## src/design/pcd_pkg.sv

```systemverilog
// package: sub-register indices, reset values and pin carriers for the port configuration block
// ==========================================================================
// Summary of operation
// - index 04h exposes high-drive sub-register via control
// - high-drive bit: 1 high current, 0 standard
// - high drive applies also under alternate function
// - open-drain bit 1 disables high-side driver
// - port b select-low bit picks function; select-high ignored
// - port b function needs alternate-function enable too
// - port a pins 0,6: timer mode picks input/output
// - port c led mode sinks at programmed level
// - small package pin a2 reverts to reset, holds
// - small package pin a0 becomes debug after unlock
package pcd_pkg;
  // ========================================================================
  // sub-register indices
  localparam logic [7:0] PCD_IDX_DIR      = 8'h01; // data direction, 1 = input
  localparam logic [7:0] PCD_IDX_AF       = 8'h02; // alt_function_enable
  localparam logic [7:0] PCD_IDX_OD       = 8'h03; // open-drain control
  localparam logic [7:0] PCD_IDX_HD       = 8'h04; // high_drive_enable_sub
  localparam logic [7:0] PCD_IDX_SMR      = 8'h05; // recovery source enable, storage only
  localparam logic [7:0] PCD_IDX_ALT_SELECT_LOW     = 8'h07; // alt_select_low
  localparam logic [7:0] PCD_IDX_ALT_SELECT_HIGH     = 8'h08; // alt_select_high
  localparam logic [7:0] PCD_IDX_LED_EN   = 8'h09; // led_sink_enable
  localparam logic [7:0] PCD_IDX_LED_UP   = 8'h0a; // led_level_upper
  localparam logic [7:0] PCD_IDX_LED_LO   = 8'h0b; // led_level_lower
  // ========================================================================
  // reset values
  localparam logic [7:0] PCD_RST_INDEX    = 8'h00;
  localparam logic [7:0] PCD_RST_DIR      = 8'hff;
  localparam logic [7:0] PCD_RST_ZERO     = 8'h00;
  localparam logic [7:0] PCD_RST_AF_SMALL = 8'h04; // pin 2 carries the reset function
  localparam logic [7:0] PCD_UNMAPPED     = 8'h00; // read value of unused indices
  // port identities
  localparam logic [1:0] PCD_PORT_A       = 2'h0;
  localparam logic [1:0] PCD_PORT_B       = 2'h1;
  localparam logic [1:0] PCD_PORT_C       = 2'h2;
  // pin positions with shared duties
  localparam int PCD_PIN_DEBUG  = 0;
  localparam int PCD_PIN_RESET  = 2;
  localparam int PCD_PIN_TIMER  = 6;
  // ========================================================================
  // per-pin configuration carried to the pin cell
  typedef struct packed {
    logic is_input;   // direction bit
    logic use_alt;    // alternate function drives the pin
    logic open_drain; // high side disabled
    logic led_mode;   // constant current sink active
  } pcd_pin_cfg_s;
  // peripheral-side drive request for one pin
  typedef struct packed {
    logic data;       // level wanted on the pin
    logic drive;      // peripheral wants to drive
  } pcd_alt_drv_s;
endpackage

```

## src/design/pcd_port.sv

```systemverilog
// one gpio port: indexed configuration sub-registers and pin drive control
`timescale 1ns/1ps
module pcd_port
#(
  parameter int         WIDTH         = 8,    // pins in the port
  parameter logic [1:0] PORT_ID       = 2'h0, // 0 = a, 1 = b, 2 = c
  parameter bit         SMALL_PACKAGE = 1'b0  // shared reset and debug pins
)
(
  input  wire logic             clock,
  input  wire logic             reset,
  input  wire logic             addr_write,
  input  wire logic             ctl_write,
  input  wire logic             ctl_read,
  input  wire logic             addr_read,
  input  wire logic [7:0]       wdata,
  output logic      [7:0]       rdata,
  output logic                  rdata_valid,
  input  wire logic [WIDTH-1:0] gpio_data,
  input  wire pcd_pkg::pcd_alt_drv_s [WIDTH-1:0] alt,
  input  wire logic             timer_in_mode,
  input  wire logic             reset_seq,
  input  wire logic             debug_unlock,
  input  wire pcd_pkg::pcd_alt_drv_s debug_drv,
  input  wire logic [WIDTH-1:0] pin_in,
  output logic      [WIDTH-1:0] pin_out,
  output logic      [WIDTH-1:0] pin_oe_n,
  output logic      [WIDTH-1:0] pin_level,
  output logic      [WIDTH-1:0] pin_high_drive,
  output logic      [WIDTH-1:0] alt_choice_low,
  output logic      [WIDTH-1:0] alt_choice_high,
  output logic      [2*WIDTH-1:0] led_level,
  output logic                  timer_capture,
  output logic                  reset_hold,
  output logic                  debug_pin_active
);
  import pcd_pkg::*;
  initial
  begin
    if (WIDTH < 7 || WIDTH > 8)
      $error("pcd_port: WIDTH must be 7 or 8");
  end
  localparam bit IS_A = (PORT_ID == PCD_PORT_A);
  localparam bit IS_B = (PORT_ID == PCD_PORT_B);
  localparam bit IS_C = (PORT_ID == PCD_PORT_C);
  localparam logic [WIDTH-1:0] AF_RESET = (IS_A && SMALL_PACKAGE) ?
                                          PCD_RST_AF_SMALL[WIDTH-1:0] : '0;
  // ========================================================================
  // sub-registers
  logic [7:0]       port_index;            // port address register
  logic [WIDTH-1:0] dir;                   // 1 = input
  logic [WIDTH-1:0] alt_function_enable;   // alternate function enable
  logic [WIDTH-1:0] open_drain;            // open-drain control
  logic [WIDTH-1:0] high_drive_enable_sub; // high current drive
  logic [WIDTH-1:0] recovery_enable;       // stored only
  logic [WIDTH-1:0] alt_select_low;        // first select
  logic [WIDTH-1:0] alt_select_high;       // second select, kept but unused
  logic [WIDTH-1:0] led_sink_enable;       // led drivers on
  logic [WIDTH-1:0] led_level_upper;       // level msb per pin
  logic [WIDTH-1:0] led_level_lower;       // level lsb per pin
  logic             debug_unlocked;        // sticky debug take-over
  // ========================================================================
  // decode of control-register writes to the indexed sub-register
  wire [WIDTH-1:0] wbits    = wdata[WIDTH-1:0];
  wire             wr_dir   = ctl_write && port_index == PCD_IDX_DIR;
  wire             wr_af    = ctl_write && port_index == PCD_IDX_AF;
  wire             wr_od    = ctl_write && port_index == PCD_IDX_OD;
  wire             wr_hd    = ctl_write && port_index == PCD_IDX_HD;
  wire             wr_smr   = ctl_write && port_index == PCD_IDX_SMR;
  wire             wr_alt_select_low  = ctl_write && port_index == PCD_IDX_ALT_SELECT_LOW;
  wire             wr_alt_select_high  = ctl_write && port_index == PCD_IDX_ALT_SELECT_HIGH;
  wire             wr_led_sink_enable = ctl_write && port_index == PCD_IDX_LED_EN && IS_C;
  wire             wr_ledup = ctl_write && port_index == PCD_IDX_LED_UP && IS_C;
  wire             wr_ledlo = ctl_write && port_index == PCD_IDX_LED_LO && IS_C;
  // read selection of the indexed sub-register, narrow ports pad with zero
  logic [WIDTH-1:0] sel_bits;
  logic             sel_hit;
  assign sel_hit  = (port_index == PCD_IDX_DIR)  || (port_index == PCD_IDX_AF)   ||
                    (port_index == PCD_IDX_OD)   || (port_index == PCD_IDX_HD)   ||
                    (port_index == PCD_IDX_SMR)  || (port_index == PCD_IDX_ALT_SELECT_LOW) ||
                    (port_index == PCD_IDX_ALT_SELECT_HIGH) ||
                    (IS_C && (port_index == PCD_IDX_LED_EN ||
                              port_index == PCD_IDX_LED_UP ||
                              port_index == PCD_IDX_LED_LO));
  assign sel_bits = (port_index == PCD_IDX_DIR)    ? dir                   :
                    (port_index == PCD_IDX_AF)     ? alt_function_enable   :
                    (port_index == PCD_IDX_OD)     ? open_drain            :
                    (port_index == PCD_IDX_HD)     ? high_drive_enable_sub :
                    (port_index == PCD_IDX_SMR)    ? recovery_enable       :
                    (port_index == PCD_IDX_ALT_SELECT_LOW)   ? alt_select_low        :
                    (port_index == PCD_IDX_ALT_SELECT_HIGH)   ? alt_select_high       :
                    (port_index == PCD_IDX_LED_EN) ? led_sink_enable       :
                    (port_index == PCD_IDX_LED_UP) ? led_level_upper       :
                                                     led_level_lower;
  wire [7:0] ctl_view = sel_hit ? 8'(sel_bits) : PCD_UNMAPPED;
  // ========================================================================
  // index register: holds until software writes it again
  always_ff @(posedge clock or posedge reset)
  begin
    if (reset)
      port_index <= PCD_RST_INDEX;
    else if (addr_write)
      port_index <= wdata;
  end
  // configuration sub-registers, each loads only when indexed
  always_ff @(posedge clock or posedge reset)
  begin
    if (reset)
    begin
      dir                   <= PCD_RST_DIR[WIDTH-1:0];
      alt_function_enable   <= AF_RESET;
      open_drain            <= PCD_RST_ZERO[WIDTH-1:0];
      high_drive_enable_sub <= PCD_RST_ZERO[WIDTH-1:0];
      recovery_enable       <= PCD_RST_ZERO[WIDTH-1:0];
      alt_select_low        <= PCD_RST_ZERO[WIDTH-1:0];
      alt_select_high       <= PCD_RST_ZERO[WIDTH-1:0];
    end
    else
    begin
      if (wr_dir)  dir                   <= wbits;
      if (wr_af)   alt_function_enable   <= wbits;
      if (wr_od)   open_drain            <= wbits;
      if (wr_hd)   high_drive_enable_sub <= wbits;
      if (wr_smr)  recovery_enable       <= wbits;
      if (wr_alt_select_low) alt_select_low        <= wbits;
      if (wr_alt_select_high) alt_select_high       <= wbits;
    end
  end
  // led control exists on port c only; elsewhere the writes never hit
  always_ff @(posedge clock or posedge reset)
  begin
    if (reset)
    begin
      led_sink_enable <= PCD_RST_ZERO[WIDTH-1:0];
      led_level_upper <= PCD_RST_ZERO[WIDTH-1:0];
      led_level_lower <= PCD_RST_ZERO[WIDTH-1:0];
    end
    else
    begin
      if (wr_led_sink_enable) led_sink_enable <= wbits;
      if (wr_ledup) led_level_upper <= wbits;
      if (wr_ledlo) led_level_lower <= wbits;
    end
  end
  // read data is registered so the answer is clean one cycle later
  always_ff @(posedge clock or posedge reset)
  begin
    if (reset)
    begin
      rdata       <= 8'h00;
      rdata_valid <= 1'b0;
    end
    else
    begin
      rdata_valid <= ctl_read | addr_read;
      if (addr_read)
        rdata <= port_index;
      else if (ctl_read)
        rdata <= ctl_view;
    end
  end
  // ========================================================================
  // shared debug pin: the unlock is only honoured inside the reset sequence,
  // so a stray pattern in normal running cannot steal the pin
  wire dbg_ok = SMALL_PACKAGE && IS_A;
  always_ff @(posedge clock or posedge reset)
  begin
    if (reset)
      debug_unlocked <= 1'b0;
    else if (dbg_ok && reset_seq && debug_unlock)
      debug_unlocked <= 1'b1;
  end
  assign debug_pin_active = debug_unlocked;
  // ========================================================================
  // per-pin configuration and drivers
  logic [WIDTH-1:0] led_active; // pin sinking led current
  genvar i;
  generate
    for (i = 0; i < WIDTH; i++)
    begin : g_pin
      pcd_pin_cfg_s cfg;
      pcd_alt_drv_s drv;
      wire timer_pin = IS_A && (i == PCD_PIN_DEBUG || i == PCD_PIN_TIMER);
      wire dbg_pin   = (i == PCD_PIN_DEBUG) && debug_unlocked;
      // led mode: alternate function, select-low set, and driver enabled
      assign led_active[i] = IS_C && alt_function_enable[i] && alt_select_low[i]
                             && led_sink_enable[i];
      // timer pins in input mode drop the peripheral drive unless the unlocked debug drive owns pin 0; same configuration either way
      assign drv.data  = dbg_pin ? debug_drv.data : alt[i].data;
      assign drv.drive = dbg_pin ? debug_drv.drive :
                         (timer_pin && timer_in_mode) ? 1'b0 : alt[i].drive;
      assign cfg.is_input   = dir[i];
      assign cfg.use_alt    = alt_function_enable[i] || dbg_pin;
      assign cfg.open_drain = open_drain[i];
      assign cfg.led_mode   = led_active[i];
      // port b: select-low decides which of two functions, select-high ignored
      assign alt_choice_low[i]  = IS_B && alt_function_enable[i] && !alt_select_low[i];
      assign alt_choice_high[i] = IS_B && alt_function_enable[i] && alt_select_low[i];
      assign led_level[2*i+1:2*i] = led_active[i] ?
                                    {led_level_upper[i], led_level_lower[i]} : 2'b00;
      // high drive acts on the pad, whatever source drives it
      assign pin_high_drive[i] = high_drive_enable_sub[i];
      pcd_pin_cell u_cell
      (
        .clock     (clock),
        .reset     (reset),
        .cfg       (cfg),
        .gpio_data (gpio_data[i]),
        .alt       (drv),
        .pin_in    (pin_in[i]),
        .pin_out   (pin_out[i]),
        .pin_oe_n  (pin_oe_n[i]),
        .pin_level (pin_level[i])
      );
    end
  endgenerate
  // timer capture input follows the filtered pin 0 level on port a
  assign timer_capture = IS_A && timer_in_mode && pin_level[PCD_PIN_DEBUG];
  // a low level on the shared reset pin keeps the chip in reset
  assign reset_hold = SMALL_PACKAGE && IS_A && alt_function_enable[PCD_PIN_RESET]
                      && !pin_level[PCD_PIN_RESET];
  // ========================================================================
  // checks
  hd_index_a : assert property (@(posedge clock) disable iff (reset)
    ctl_write && port_index == PCD_IDX_HD |=> high_drive_enable_sub == $past(wbits))
    else $error("high drive sub-register missed indexed write");
  hd_pad_a : assert property (@(posedge clock) disable iff (reset)
    ctl_write && port_index == PCD_IDX_HD |=> pin_high_drive == $past(wbits))
    else $error("high drive not on pad after write");
  od_high_a : assert property (@(posedge clock) disable iff (reset)
    ((open_drain & pin_out & ~pin_oe_n) == '0))
    else $error("open-drain pin drives high");
  af_gate_a : assert property (@(posedge clock) disable iff (reset)
    (((alt_choice_low | alt_choice_high) & ~alt_function_enable) == '0))
    else $error("port b function without enable");
  led_sink_a : assert property (@(posedge clock) disable iff (reset)
    (((led_active & pin_out) | (led_active & pin_oe_n)) == '0))
    else $error("led pin not sinking");
  hold_pin_a : assert property (@(posedge clock) disable iff (reset)
    SMALL_PACKAGE && IS_A && alt_function_enable[PCD_PIN_RESET] &&
    $fell(pin_level[PCD_PIN_RESET]) |-> reset_hold)
    else $error("reset pin low without hold");
  debug_take_a : assert property (@(posedge clock) disable iff (reset)
    $rose(debug_pin_active) |-> $past(reset_seq) && $past(debug_unlock))
    else $error("debug pin taken outside reset sequence");
  index_keep_a : assert property (@(posedge clock) disable iff (reset)
    !addr_write ##1 !addr_write |-> $stable(port_index))
    else $error("port index changed without write");
endmodule // pcd_port

```

## src/design/pcd_pin_cell.sv

```systemverilog
// one port pin: input synchroniser and output driver selection
`timescale 1ns/1ps
module pcd_pin_cell
(
  input  wire logic                  clock,
  input  wire logic                  reset,
  input  wire pcd_pkg::pcd_pin_cfg_s cfg,
  input  wire logic                  gpio_data,
  input  wire pcd_pkg::pcd_alt_drv_s alt,
  input  wire logic                  pin_in,
  output logic                       pin_out,
  output logic                       pin_oe_n,
  output logic                       pin_level
);
  import pcd_pkg::*;
  // ========================================================================
  // input synchroniser, three stages; first stage feeds only the second
  logic sync_1;     // metastability catcher
  logic sync_2;     // second stage
  logic sync_3;     // third stage
  logic next_level; // filtered level
  // a change is accepted only once stages two and three agree
  assign next_level = (sync_2 == sync_3) ? sync_3 : pin_level;
  // stages reset high: an idle pulled-up pin
  always_ff @(posedge clock or posedge reset)
  begin
    if (reset)
    begin
      sync_1    <= 1'b1;
      sync_2    <= 1'b1;
      sync_3    <= 1'b1;
      pin_level <= 1'b1;
    end
    else
    begin
      sync_1    <= pin_in;
      sync_2    <= sync_1;
      sync_3    <= sync_2;
      pin_level <= next_level;
    end
  end
  // ========================================================================
  // driver selection
  logic want_drive; // some source asks to drive
  logic value;      // level asked for
  assign want_drive = cfg.led_mode | (cfg.use_alt ? alt.drive : ~cfg.is_input);
  assign value      = cfg.led_mode ? 1'b0 : (cfg.use_alt ? alt.data : gpio_data);
  // led sink pulls the cathode low; open drain only drives a low level
  assign pin_out    = value;
  assign pin_oe_n   = ~(want_drive & (~cfg.open_drain | ~value));
endmodule // pcd_pin_cell

```

## config.mk

```make
export PLATFORM = sky130hd
export DESIGN_NAME = pcd_port
export DESIGN_NICKNAME = d
export VERILOG_FILES = /design/src/design/pcd_pkg.sv /design/src/design/pcd_port.sv /design/src/design/pcd_pin_cell.sv
export SDC_FILE = /design/constraint.sdc
export NUM_CORES = 1
export LEC_CHECK = 0
export BUFFER_PORTS_ARGS = -buffer_cell sky130_fd_sc_hd__buf_2
export CORE_ASPECT_RATIO = 1.25
export CORE_MARGIN = 1.5
export CORE_UTILIZATION = 53
export DETAILED_ROUTE_END_ITERATION = 12
export GPL_TIMING_DRIVEN = 0
export PLACE_DENSITY = 0.84
export SYNTH_ARGS = -nofsm -noshare
export SYNTH_HDL_FRONTEND = slang
export SYNTH_SLANG_ARGS = --single-unit
```

## constraint.sdc

```tcl
create_clock -name clock -period 3.9 [get_ports clock]
set_input_delay 0.195 -clock clock [delete_from_list [all_inputs] [get_ports clock]]
set_output_delay 0.195 -clock clock [all_outputs]
set_load 0.005 [all_outputs]
```

Word level (Yosys, flattened, before mapping)
Index checks and enable logic that the tools add are counted.

word-level totals
  input port bits = 51
  output and inout port bits = 76
  logic and storage cells = 149
  flip-flop bits (word level) = 105

operators by class
  multiplexer cells = 28
  equality and inequality tests = 15
  bitwise logic cells = 49
  reductions and logical operators = 15

operators with widths
  operator                                             count
  two-way mux 8 bit                                    10
  NOT 1 bit                                            32
  equality test 8 x 3 -> 1 bit, second input constant  3
  two-way mux 1 bit                                    18
  equality test 8 x 2 -> 1 bit, second input constant  2
  OR 1 bit                                             9
  bitwise AND 1 bit                                    8
  equality test 1 bit                                  8
  equality test 8 x 1 -> 1 bit, second input constant  1
  equality test 8 x 4 -> 1 bit, second input constant  1
  logical AND 1 bit                                    8
  logical OR 1 bit                                     6
  nonzero test 2 bit                                   1

Logic depth before layout (Yosys ltp)
Gate-level depths: netlist of the first run.

  depth in word-level cells = 11
  depth in mapped cells = 6
  depth with buffers taken out = 5

Modules after synthesis
From an unflattened synthesis of the first run, not the netlist that was laid out.

unflattened totals
  cells, all modules = 406
  area total of the unflattened synthesis = 5190.0 um^2

modules (own cells, without submodules)
  module        cells an instance  instances  area each (um^2)
  pcd_port      310                1          3858.7
  pcd_pin_cell  12                 8          166.4

Least setup slack after synthesis of the first run
Ideal clock, no wire load.

  path kind = register to register
  start point = reg port_index[6]
  end point = reg rdata[0]
  arrival time = 1.834 ns
  cell stages (with the launch flop) = 6
  slack = 1.989 ns
  period minus slack after synthesis = 1.911 ns
  library setup time = 0.076 ns
  data required time = 3.824 ns
  cells stage by stage = dfrtp_1 -> or4_4 -> or3_1 -> buf_6 -> o32a_1 -> o21ai_1

between the ends
  cells in the longest elaborated chain, start to end = 11

RTL lines
  element                       RTL line                        source
  start, declared               pcd_port.sv:50                  logic [7:0] port_index;
  start signal, assigned        pcd_port.sv:103                 port_index <= wdata;
  equality test 8 x 4 -> 1 bit  pcd_port.sv:81, pcd_port.sv:91
  two-way mux 8 bit             pcd_port.sv:91                  (port_index == PCD_IDX_ALT_SELECT_HIGH) ? alt_select_high :
  two-way mux 8 bit             pcd_port.sv:90                  (port_index == PCD_IDX_ALT_SELECT_LOW) ? alt_select_low :
  two-way mux 8 bit             pcd_port.sv:89                  (port_index == PCD_IDX_SMR) ? recovery_enable :
  two-way mux 8 bit             pcd_port.sv:88                  (port_index == PCD_IDX_HD) ? high_drive_enable_sub :
  two-way mux 8 bit             pcd_port.sv:87                  (port_index == PCD_IDX_OD) ? open_drain :
  two-way mux 8 bit             pcd_port.sv:86                  (port_index == PCD_IDX_AF) ? alt_function_enable :
  two-way mux 8 bit             pcd_port.sv:85                  assign sel_bits = (port_index == PCD_IDX_DIR) ? dir :
  two-way mux 8 bit (*)         pcd_port.sv:95                  wire [7:0] ctl_view = sel_hit ? 8'(sel_bits) : PCD_UNMAPPED;
  two-way mux 8 bit (*)         pcd_port.sv:158                 else if (ctl_read)
  two-way mux 8 bit (*)         pcd_port.sv:156                 if (addr_read)
  end signal, assigned          pcd_port.sv:157                 rdata <= port_index;
  end signal, assigned          pcd_port.sv:159                 rdata <= ctl_view;
  end, declared                 pcd_port.sv:17                  output logic [7:0] rdata,

Every way passes the cells marked *; elsewhere a longest branch is shown, timed or not. The select of a mux whose other input is x is not followed.
A chain may end at the register's enable or synchronous reset.

Worst setup path after layout of the first run
  start point = reg port_index[6]
  end point = reg rdata[6]

between the ends
  cells in the longest elaborated chain, start to end = 11

RTL lines
  element                       RTL line
  equality test 8 x 4 -> 1 bit  pcd_port.sv:81, pcd_port.sv:91
  two-way mux 8 bit             pcd_port.sv:91
  two-way mux 8 bit             pcd_port.sv:90
  two-way mux 8 bit             pcd_port.sv:89
  two-way mux 8 bit             pcd_port.sv:88
  two-way mux 8 bit             pcd_port.sv:87
  two-way mux 8 bit             pcd_port.sv:86
  two-way mux 8 bit             pcd_port.sv:85
  two-way mux 8 bit             pcd_port.sv:95
  two-way mux 8 bit             pcd_port.sv:158
  two-way mux 8 bit (*)         pcd_port.sv:156

Marked as above.

==> qor.txt, run 1 <==
GP Congestion - 0.908
Number of diodes - 0
Clock skew - 5.05 ps
Critical path class - reg -> reg
CTS Buffer Depth - 2
CP max-delay cell - a211oi_1
Seq/Total Area, Yosys - 0.532
Die Span X - 90.1 µm
Worst slack, placed - 1280 ps
Hold Path Class - in -> reg
Synthesis-to-layout area growth - 21.7%
Lkg Pwr - 3.02 nW
RSZ-0062 raised after global routing - no
Initial antenna violation count - 0
Type of destination of the critical path - register
Htree depth - 3
Filler cell count - 735
Antenna Violating Nets Remaining - 0
P per Cell Area - 411 nW/µm²
Global Route Usage Sum - 0.243
Post-CTS Setup Inserts - 0
Register area - 2680 µm²
CP peak stage delay - 1110 ps
Util after Layout - 0.667
Largest net degree at the start of global routing - 76
DRT Wirelength - 11700 µm
Netlist cell types - 44
CTS buffer count - 9
Clk sinks - 105
Fin crit share - 0.697
Setup violators final - 0
Status - completed
Total vias in the final route - 3689
Vias/cell - 5.34
Peak VDD IR - 221 µV
Share of layout cells above drive strength 1 - 0.500
Final nets - 614
Die height - 112 µm
Hold_ws - 161 ps
Post-synth EDFFs - 0
DIE AREA - 10100 µm²
Critical path, cell by cell - or4_4, a211oi_1, o2111ai_1, nand3_1
Detailed Place HPWL - 7850 µm
FF+latch count, synth - 105
Setup slack after layout - 1180 ps
Slew @ Worst Pin - 1370 ps
First-pass GRT wire length - 18900 µm
TritonCTS clock tree - done
Root buf cell - clkbuf_16
Initial Util - 0.548
Startpoint Class - register
Tmin final - 2720 ps
Rows - 39
Core Box Area - 9170 µm²
CP Data Required Time - 4170 ps
Final hold vios - 0
Worst skew pair latency - 350 ps
Max FO, Critical Path - 8
Final Slew Violations - 0
Drt drc - 0
Drt first pass iters - 5
CTS clock-pin slew for the worst setup and hold paths - 70 ps
Worst EP arrival - 2990 ps
Post-Synthesis Cells - 424
GRT overflow - 0
Max_slew headroom - 0.0837
Syn Std Cell Area - 5030 µm²
Max-Cap Viols - 0
Yosys warns - 0
Post-synth top flop - dfrtp_1
Vias in the first global route - 3736
Hold Buf Count CTS - 9
Fmax - 368 MHz
Post-synth ARST share - 1.00
Top Ports - 127
Cts repair resizes - 0
IO buf count - 85
Mean routed wirelength per cell - 17.0 µm
Post-synthesis area per instance - 11.9 µm²
Multi-input logic area - 1950 µm²
DR iter-0 viols - 231
[synth_stat cells (6+ instances only)]
cell type / instances / share of area
nand3_1: 6 / 0.0060
mux2_2: 72 / 0.16
nand2_1: 38 / 0.028
a21oi_1: 21 / 0.021
dfrtp_1: 65 / 0.32
nor2_1: 16 / 0.012
o21ai_0: 18 / 0.018
a22oi_1: 9 / 0.013
nor3b_1: 6 / 0.0090
maj3_1: 8 / 0.016
buf_4: 61 / 0.091
dfstp_2: 40 / 0.21
a2bb2oi_1: 7 / 0.012
[worst max-delay path: cells and delay by family (launching register included)]
kind	cells	cell delay, ps
and+or+nand+nor	2	760
AOI/OAI and AO/OA	2	1450
DFF	1	430
[per-layer routing]
metal | routed length (µm) | vias to the layer above | global-route usage
met2 | 6000 | 167 | 0.411
met3 | 723 | 31 | 0.0417
li1 | - | 1684 | -
met4 | 395 | 0 | 0.128
met1 | 4610 | 1807 | 0.299
met5 | 0 | - | 0
[layout make-up]
cell class / count / share of cell area
buffer: 72 / 0.0842
clock buffer: 13 / 0.0409
clock inverter: 3 / 0.00286
inverter: 3 / 0.00225
multi-input combinational: 277 / 0.319
sequential: 105 / 0.437
tap: 123 / 0.0251
timing repair buffer: 95 / 0.0887
[power by group]
part | internal [mW] | total, mW | leakage [nW] | switching [mW]
Combinational | 0.229 | 0.417 | 1.60 | 0.188
Clock | 0.449 | 0.825 | 0.130 | 0.376
Sequential | 1.20 | 1.27 | 1.29 | 0.0680
Total | 1.88 | 2.51 | 3.02 | 0.632
[cells by family after synthesis]
kind of cell,share of synthesized area
DFF,0.532
AOI/OAI and AO/OA,0.0923
adders and majority gates,0.0159
and+or+nand+nor,0.0910
muxes,0.163
buffers and inverters,0.105
other,0.000745
[placed cells by master, fill, tap and decap left out, types with 2 or more instances in the layout]
cell type	netlist	routed
nand2_1	38	38
a2bb2oi_1	7	7
o21ai_1	5	5
nand3b_1	3	3
inv_1	3	2
nor2_1	16	16
a32o_1	2	2
clkbuf_1	4	7
a22oi_1	9	9
buf_2	4	89
nand2b_1	5	5
mux2_2	72	72
conb_1	1	34
dfstp_2	40	40
clkinv_2	0	2
nor2b_1	3	3
clkbuf_16	0	9
maj3_1	8	8
and2_1	2	2
nand3_1	6	6
dlygate4sd3_1	0	9
buf_4	61	61
o32a_1	5	5
nor3b_1	6	6
o21ai_0	18	18
dfrtp_1	65	65
a21oi_1	21	21
[stage by stage]
stage,std cells,power [mW],setup TNS (ps),cell area (µm²)
after detailed placement,666,1.70,0,5760
after CTS,691,2.52,0,6120
after floorplan,457,1.55,0,5150
after global placement,665,1.67,-820,5730
final,691,2.51,0,6120
after global routing,691,2.61,0,6120
[state kept, by name (all words and copies together), names as in the netlist]
register and cells:
g_pin.u_cell.sync_3 8, recovery_enable 8, g_pin.u_cell.pin_level 8, alt_function_enable 8, rdata 8, pin_high_drive 8
g_pin.u_cell.sync_2 8, dir 8, alt_select_high 8, open_drain 8, port_index 8, g_pin.u_cell.sync_1 8
alt_select_low 8, rdata_valid 1
[final timing paths]
check                                             from                endpoint  slack (ps)  cells past startpoint
worst max register to register           port_index[6]                rdata[6]        1180                      4
min in group asynchronous                        reset  alt_function_enable[5]         400                      3
worst min register to register  g_pin[5].u_cell.sync_1  g_pin[5].u_cell.sync_2         350                      0
worst min-delay path                          wdata[1]           port_index[1]         160                      3
worst max-delay path                     port_index[6]                rdata[6]        1180                      4
max in group asynchronous                        reset  g_pin[5].u_cell.sync_1        2770                      4
Power figures use the tool's default switching activity.
==> inputs of run 2 (changes only) <==
--- a/config.mk
+++ b/config.mk
@@ -5,13 +5,14 @@
 export SDC_FILE = /design/constraint.sdc
 export NUM_CORES = 1
 export LEC_CHECK = 0
+export ABC_AREA = 1
 export BUFFER_PORTS_ARGS = -buffer_cell sky130_fd_sc_hd__buf_2
 export CORE_ASPECT_RATIO = 1.25
 export CORE_MARGIN = 1.5
-export CORE_UTILIZATION = 53
+export CORE_UTILIZATION = 48
 export DETAILED_ROUTE_END_ITERATION = 12
 export GPL_TIMING_DRIVEN = 0
-export PLACE_DENSITY = 0.84
+export PLACE_DENSITY = 0.8
 export SYNTH_ARGS = -nofsm -noshare
 export SYNTH_HDL_FRONTEND = slang
 export SYNTH_SLANG_ARGS = --single-unit
==> constraint.sdc (replaced) <==
create_clock -name clock -period 2.5 [get_ports clock]
set_input_delay 0.125 -clock clock [delete_from_list [all_inputs] [get_ports clock]]
set_output_delay 0.125 -clock clock [all_outputs]
set_load 0.005 [all_outputs]
==> qor.txt, run 2 <==
Status - completed
Drt drc - 0 (unchanged)
R2r startpoint - port_index[0]
Fin cells - 820 (+19%)
Cell accounting for the most synthesized area - dfrtp_1
Cts repair resizes - 0 (unchanged)
Fin crit share - 0.716 (+0.0186)
RSZ-0062 raised after global routing - no
DR iter-0 viols - 271 (+17%)
Worst EP arrival - 2080 ps (-910 ps)
CP endpoint - rdata[7]
Setup crit start - port_index[0]
Worst slack, placed - 748 ps (-531 ps)
TritonCTS clock tree - done
Synthesis-to-layout area growth - 22.7%
FF+latch count, synth - 105 (unchanged)
Initial Util - 0.494 (-0.0541)
Hold Buf Count CTS - 9 (unchanged)
First-pass GRT wire length - 19700 µm (+4.2%)
Setup slack after layout - 710 ps (-470 ps)
Commonest non-fill, non-tap cell in the layout - nand2_1
Syn Std Cell Area - 5020 µm² (-0.20%)
Most common cell in the synthesized netlist - nand2_1
Placed cell count - 795 (+19%)
CTS buffer count - 9 (unchanged)
Commonest cells in the netlist - 140 x nand2_1, 65 x dfrtp_1, 61 x buf_4
GRT overflow - 0 (unchanged)
Initial antenna violation count - 0 (unchanged)
Final hold vios - 0 (unchanged)
Post-synth ARST share - 1.00 (unchanged)
Global Route Usage Sum - 0.230 (-0.0136)
Die Span X - 94.5 µm (+4.8%)
Drt first pass iters - 5 (unchanged)
Post-synth top flop - dfrtp_1
CTS Buffer Depth - 2 (unchanged)
Share of layout cells above drive strength 1 - 0.378 (-0.122)
Max_slew headroom - 0.518 (+0.435)
DRT Wirelength - 12200 µm (+4.0%)
CP Data Required Time - 2790 ps (-1380 ps)
Total vias in the final route - 4063 (+10%)
Antenna Violating Nets Remaining - 0 (unchanged)
Final nets - 737 (+20%)
CTS clock-pin slew for the worst setup and hold paths - 70 ps (about the same)
Core Box Area - 10200 µm² (+11%)
Max-Cap Viols - 0 (unchanged)
Slew @ Worst Pin - 720 ps (-647 ps)
Post-Synthesis Cells - 544 (+28%)
Worst skew pair latency - 350 ps (about the same)
Multi-input logic area - 1840 µm² (-5.5%)
Commonest non-fill, non-tap cells in the layout - 140 x nand2_1, 91 x buf_2, 65 x dfrtp_1
IO buf count - 87 (+2.4%)
Largest net degree at the start of global routing - 47 (-38%)
Root buf cell - clkbuf_16
Max FO, Critical Path - 8 (unchanged)
DIE AREA - 11100 µm² (+9.9%)
P per Cell Area - 602 nW/µm² (+47%)
Clk sinks - 105 (unchanged)
Seq/Total Area, Yosys - 0.533 (+0.00106)
GP Congestion - 0.983 (+8.3%)
Hold Path Class - in -> reg
Post-synth EDFFs - 0 (unchanged)
Lkg Pwr - 3.07 nW (+1.8%)
Detailed Place HPWL - 9090 µm (+16%)
Mean routed wirelength per cell - 14.9 µm (-12%)
Rows - 41 (+5.1%)
Peak VDD IR - 336 µV (+52%)
Tot Pwr - 3.71 mW (+48%)
R2R cell count - 11 (+7)
Final TNS setup - 0 ps (unchanged)
Startpoint Class - register
Vias/cell - 4.95 (-7.2%)
Fmax - 559 MHz (+52%)
Tmin final - 1790 ps (-930 ps)
Die height - 117 µm (+4.8%)
Setup slack, reg-to-reg - 710 ps (-470 ps)
Vias in the first global route - 3975 (+6.4%)
Synth top area share - 0.324 (+0.000645)
Type of destination of the critical path - register
Clock skew - 8.30 ps (+3.25 ps)
Post-CTS Setup Inserts - 0 (unchanged)
Top Ports - 127 (unchanged)
Filler cell count - 891 (+21%)
Final Slew Violations - 0 (unchanged)
Htree depth - 3 (unchanged)
R2R Path End - rdata[7]
Post-synthesis area per instance - 9.23 µm² (-22%)
Critical path class - reg -> reg
Ranking of synthesized cells by area - dfrtp_1 32%, dfstp_2 21%, nand2_1 10%
Number of diodes - 0 (unchanged)
Yosys warns - 0 (unchanged)
Register area - 2680 µm² (unchanged)
Setup violators final - 0 (unchanged)
Netlist cell types - 27 (-39%)
## run 2: changes by cell type after synthesis, sizes merged, moves of 7 or more
cell,before,now
nand2,38,149
mux2,72,7
o21ai,23,70
nor2,17,51
inv,3,35
nand3,6,19
a21oi,21,13
a2bb2oi,7,0
nand4,1,8
## run 2: cell type report
cell class                      instances  share of cell area
Clock buffer                           10              0.0372
Tap cell                              129              0.0262
Timing Repair Buffer                   98              0.0918
Buffer                                 68              0.0794
Sequential cell                       105               0.435
Inverter                               35              0.0223
Clock inverter                          6             0.00934
Multi-Input combinational cell        369               0.299
## run 2: metrics by stage
stage	hold WS [ps]	util	area [µm²]
floorplan	129	-	5150
global placement	232	0.566	5750
detailed placement	136	0.570	5790
CTS	22.3	0.607	6160
global route	47.1	0.607	6160
finish	31.3	0.607	6160
## run 2: kinds of logic (layout without fill, tap and decap cells)
logic type               count (synthesis)  in the layout  synth area share
AO/OA/AOI/OAI                           93             93             0.110
adder cells (fa/ha/maj)                  8              8            0.0159
buffers and inverters                  103            217             0.124
flip-flops                             105            105             0.533
multiplexers                             7              7            0.0157
other                                    1             34          0.000747
AND/OR/NAND/NOR                        227            227             0.201
## run 2: worst max-delay path, cell delays in order (launching register included)
cell	delay [ps]
dfrtp_1	460
inv_1	150
nand2_1	120
inv_1	70
nand2_1	70
nor2_4	200
inv_2	100
nand4_2	100
nand2_2	130
nor2_1	120
nand2_1	130
nand2_1	80
## run 2: power by group
group          total, mW  leakage, nW  internal (mW)  switching, mW
Sequential          1.90         1.29           1.82         0.0764
Combinational      0.445         1.64          0.221          0.224
Clock               1.36        0.142          0.703          0.659
Total               3.71         3.07           2.75          0.960
## run 2: worst min path at each step
stage	startpoint	end	slack, ps	cells past startpoint
floorplan	pin_in[0]	g_pin[0].u_cell.sync_1	130	0
CTS	wdata[2]	port_index[2]	20	3
global route	wdata[3]	port_index[3]	50	3
finish	wdata[1]	port_index[1]	30	3
global placement	pin_in[2]	g_pin[2].u_cell.sync_1	230	1
detailed placement	reset	alt_function_enable[0]	140	2
## run 2: metal layers
metal	GRT usage	up-vias	routed length (µm)
met5	0	-	0
met3	0.0246	27	676
li1	-	1957	-
met2	0.394	157	6280
met1	0.291	1922	4900
met4	0.0933	0	346
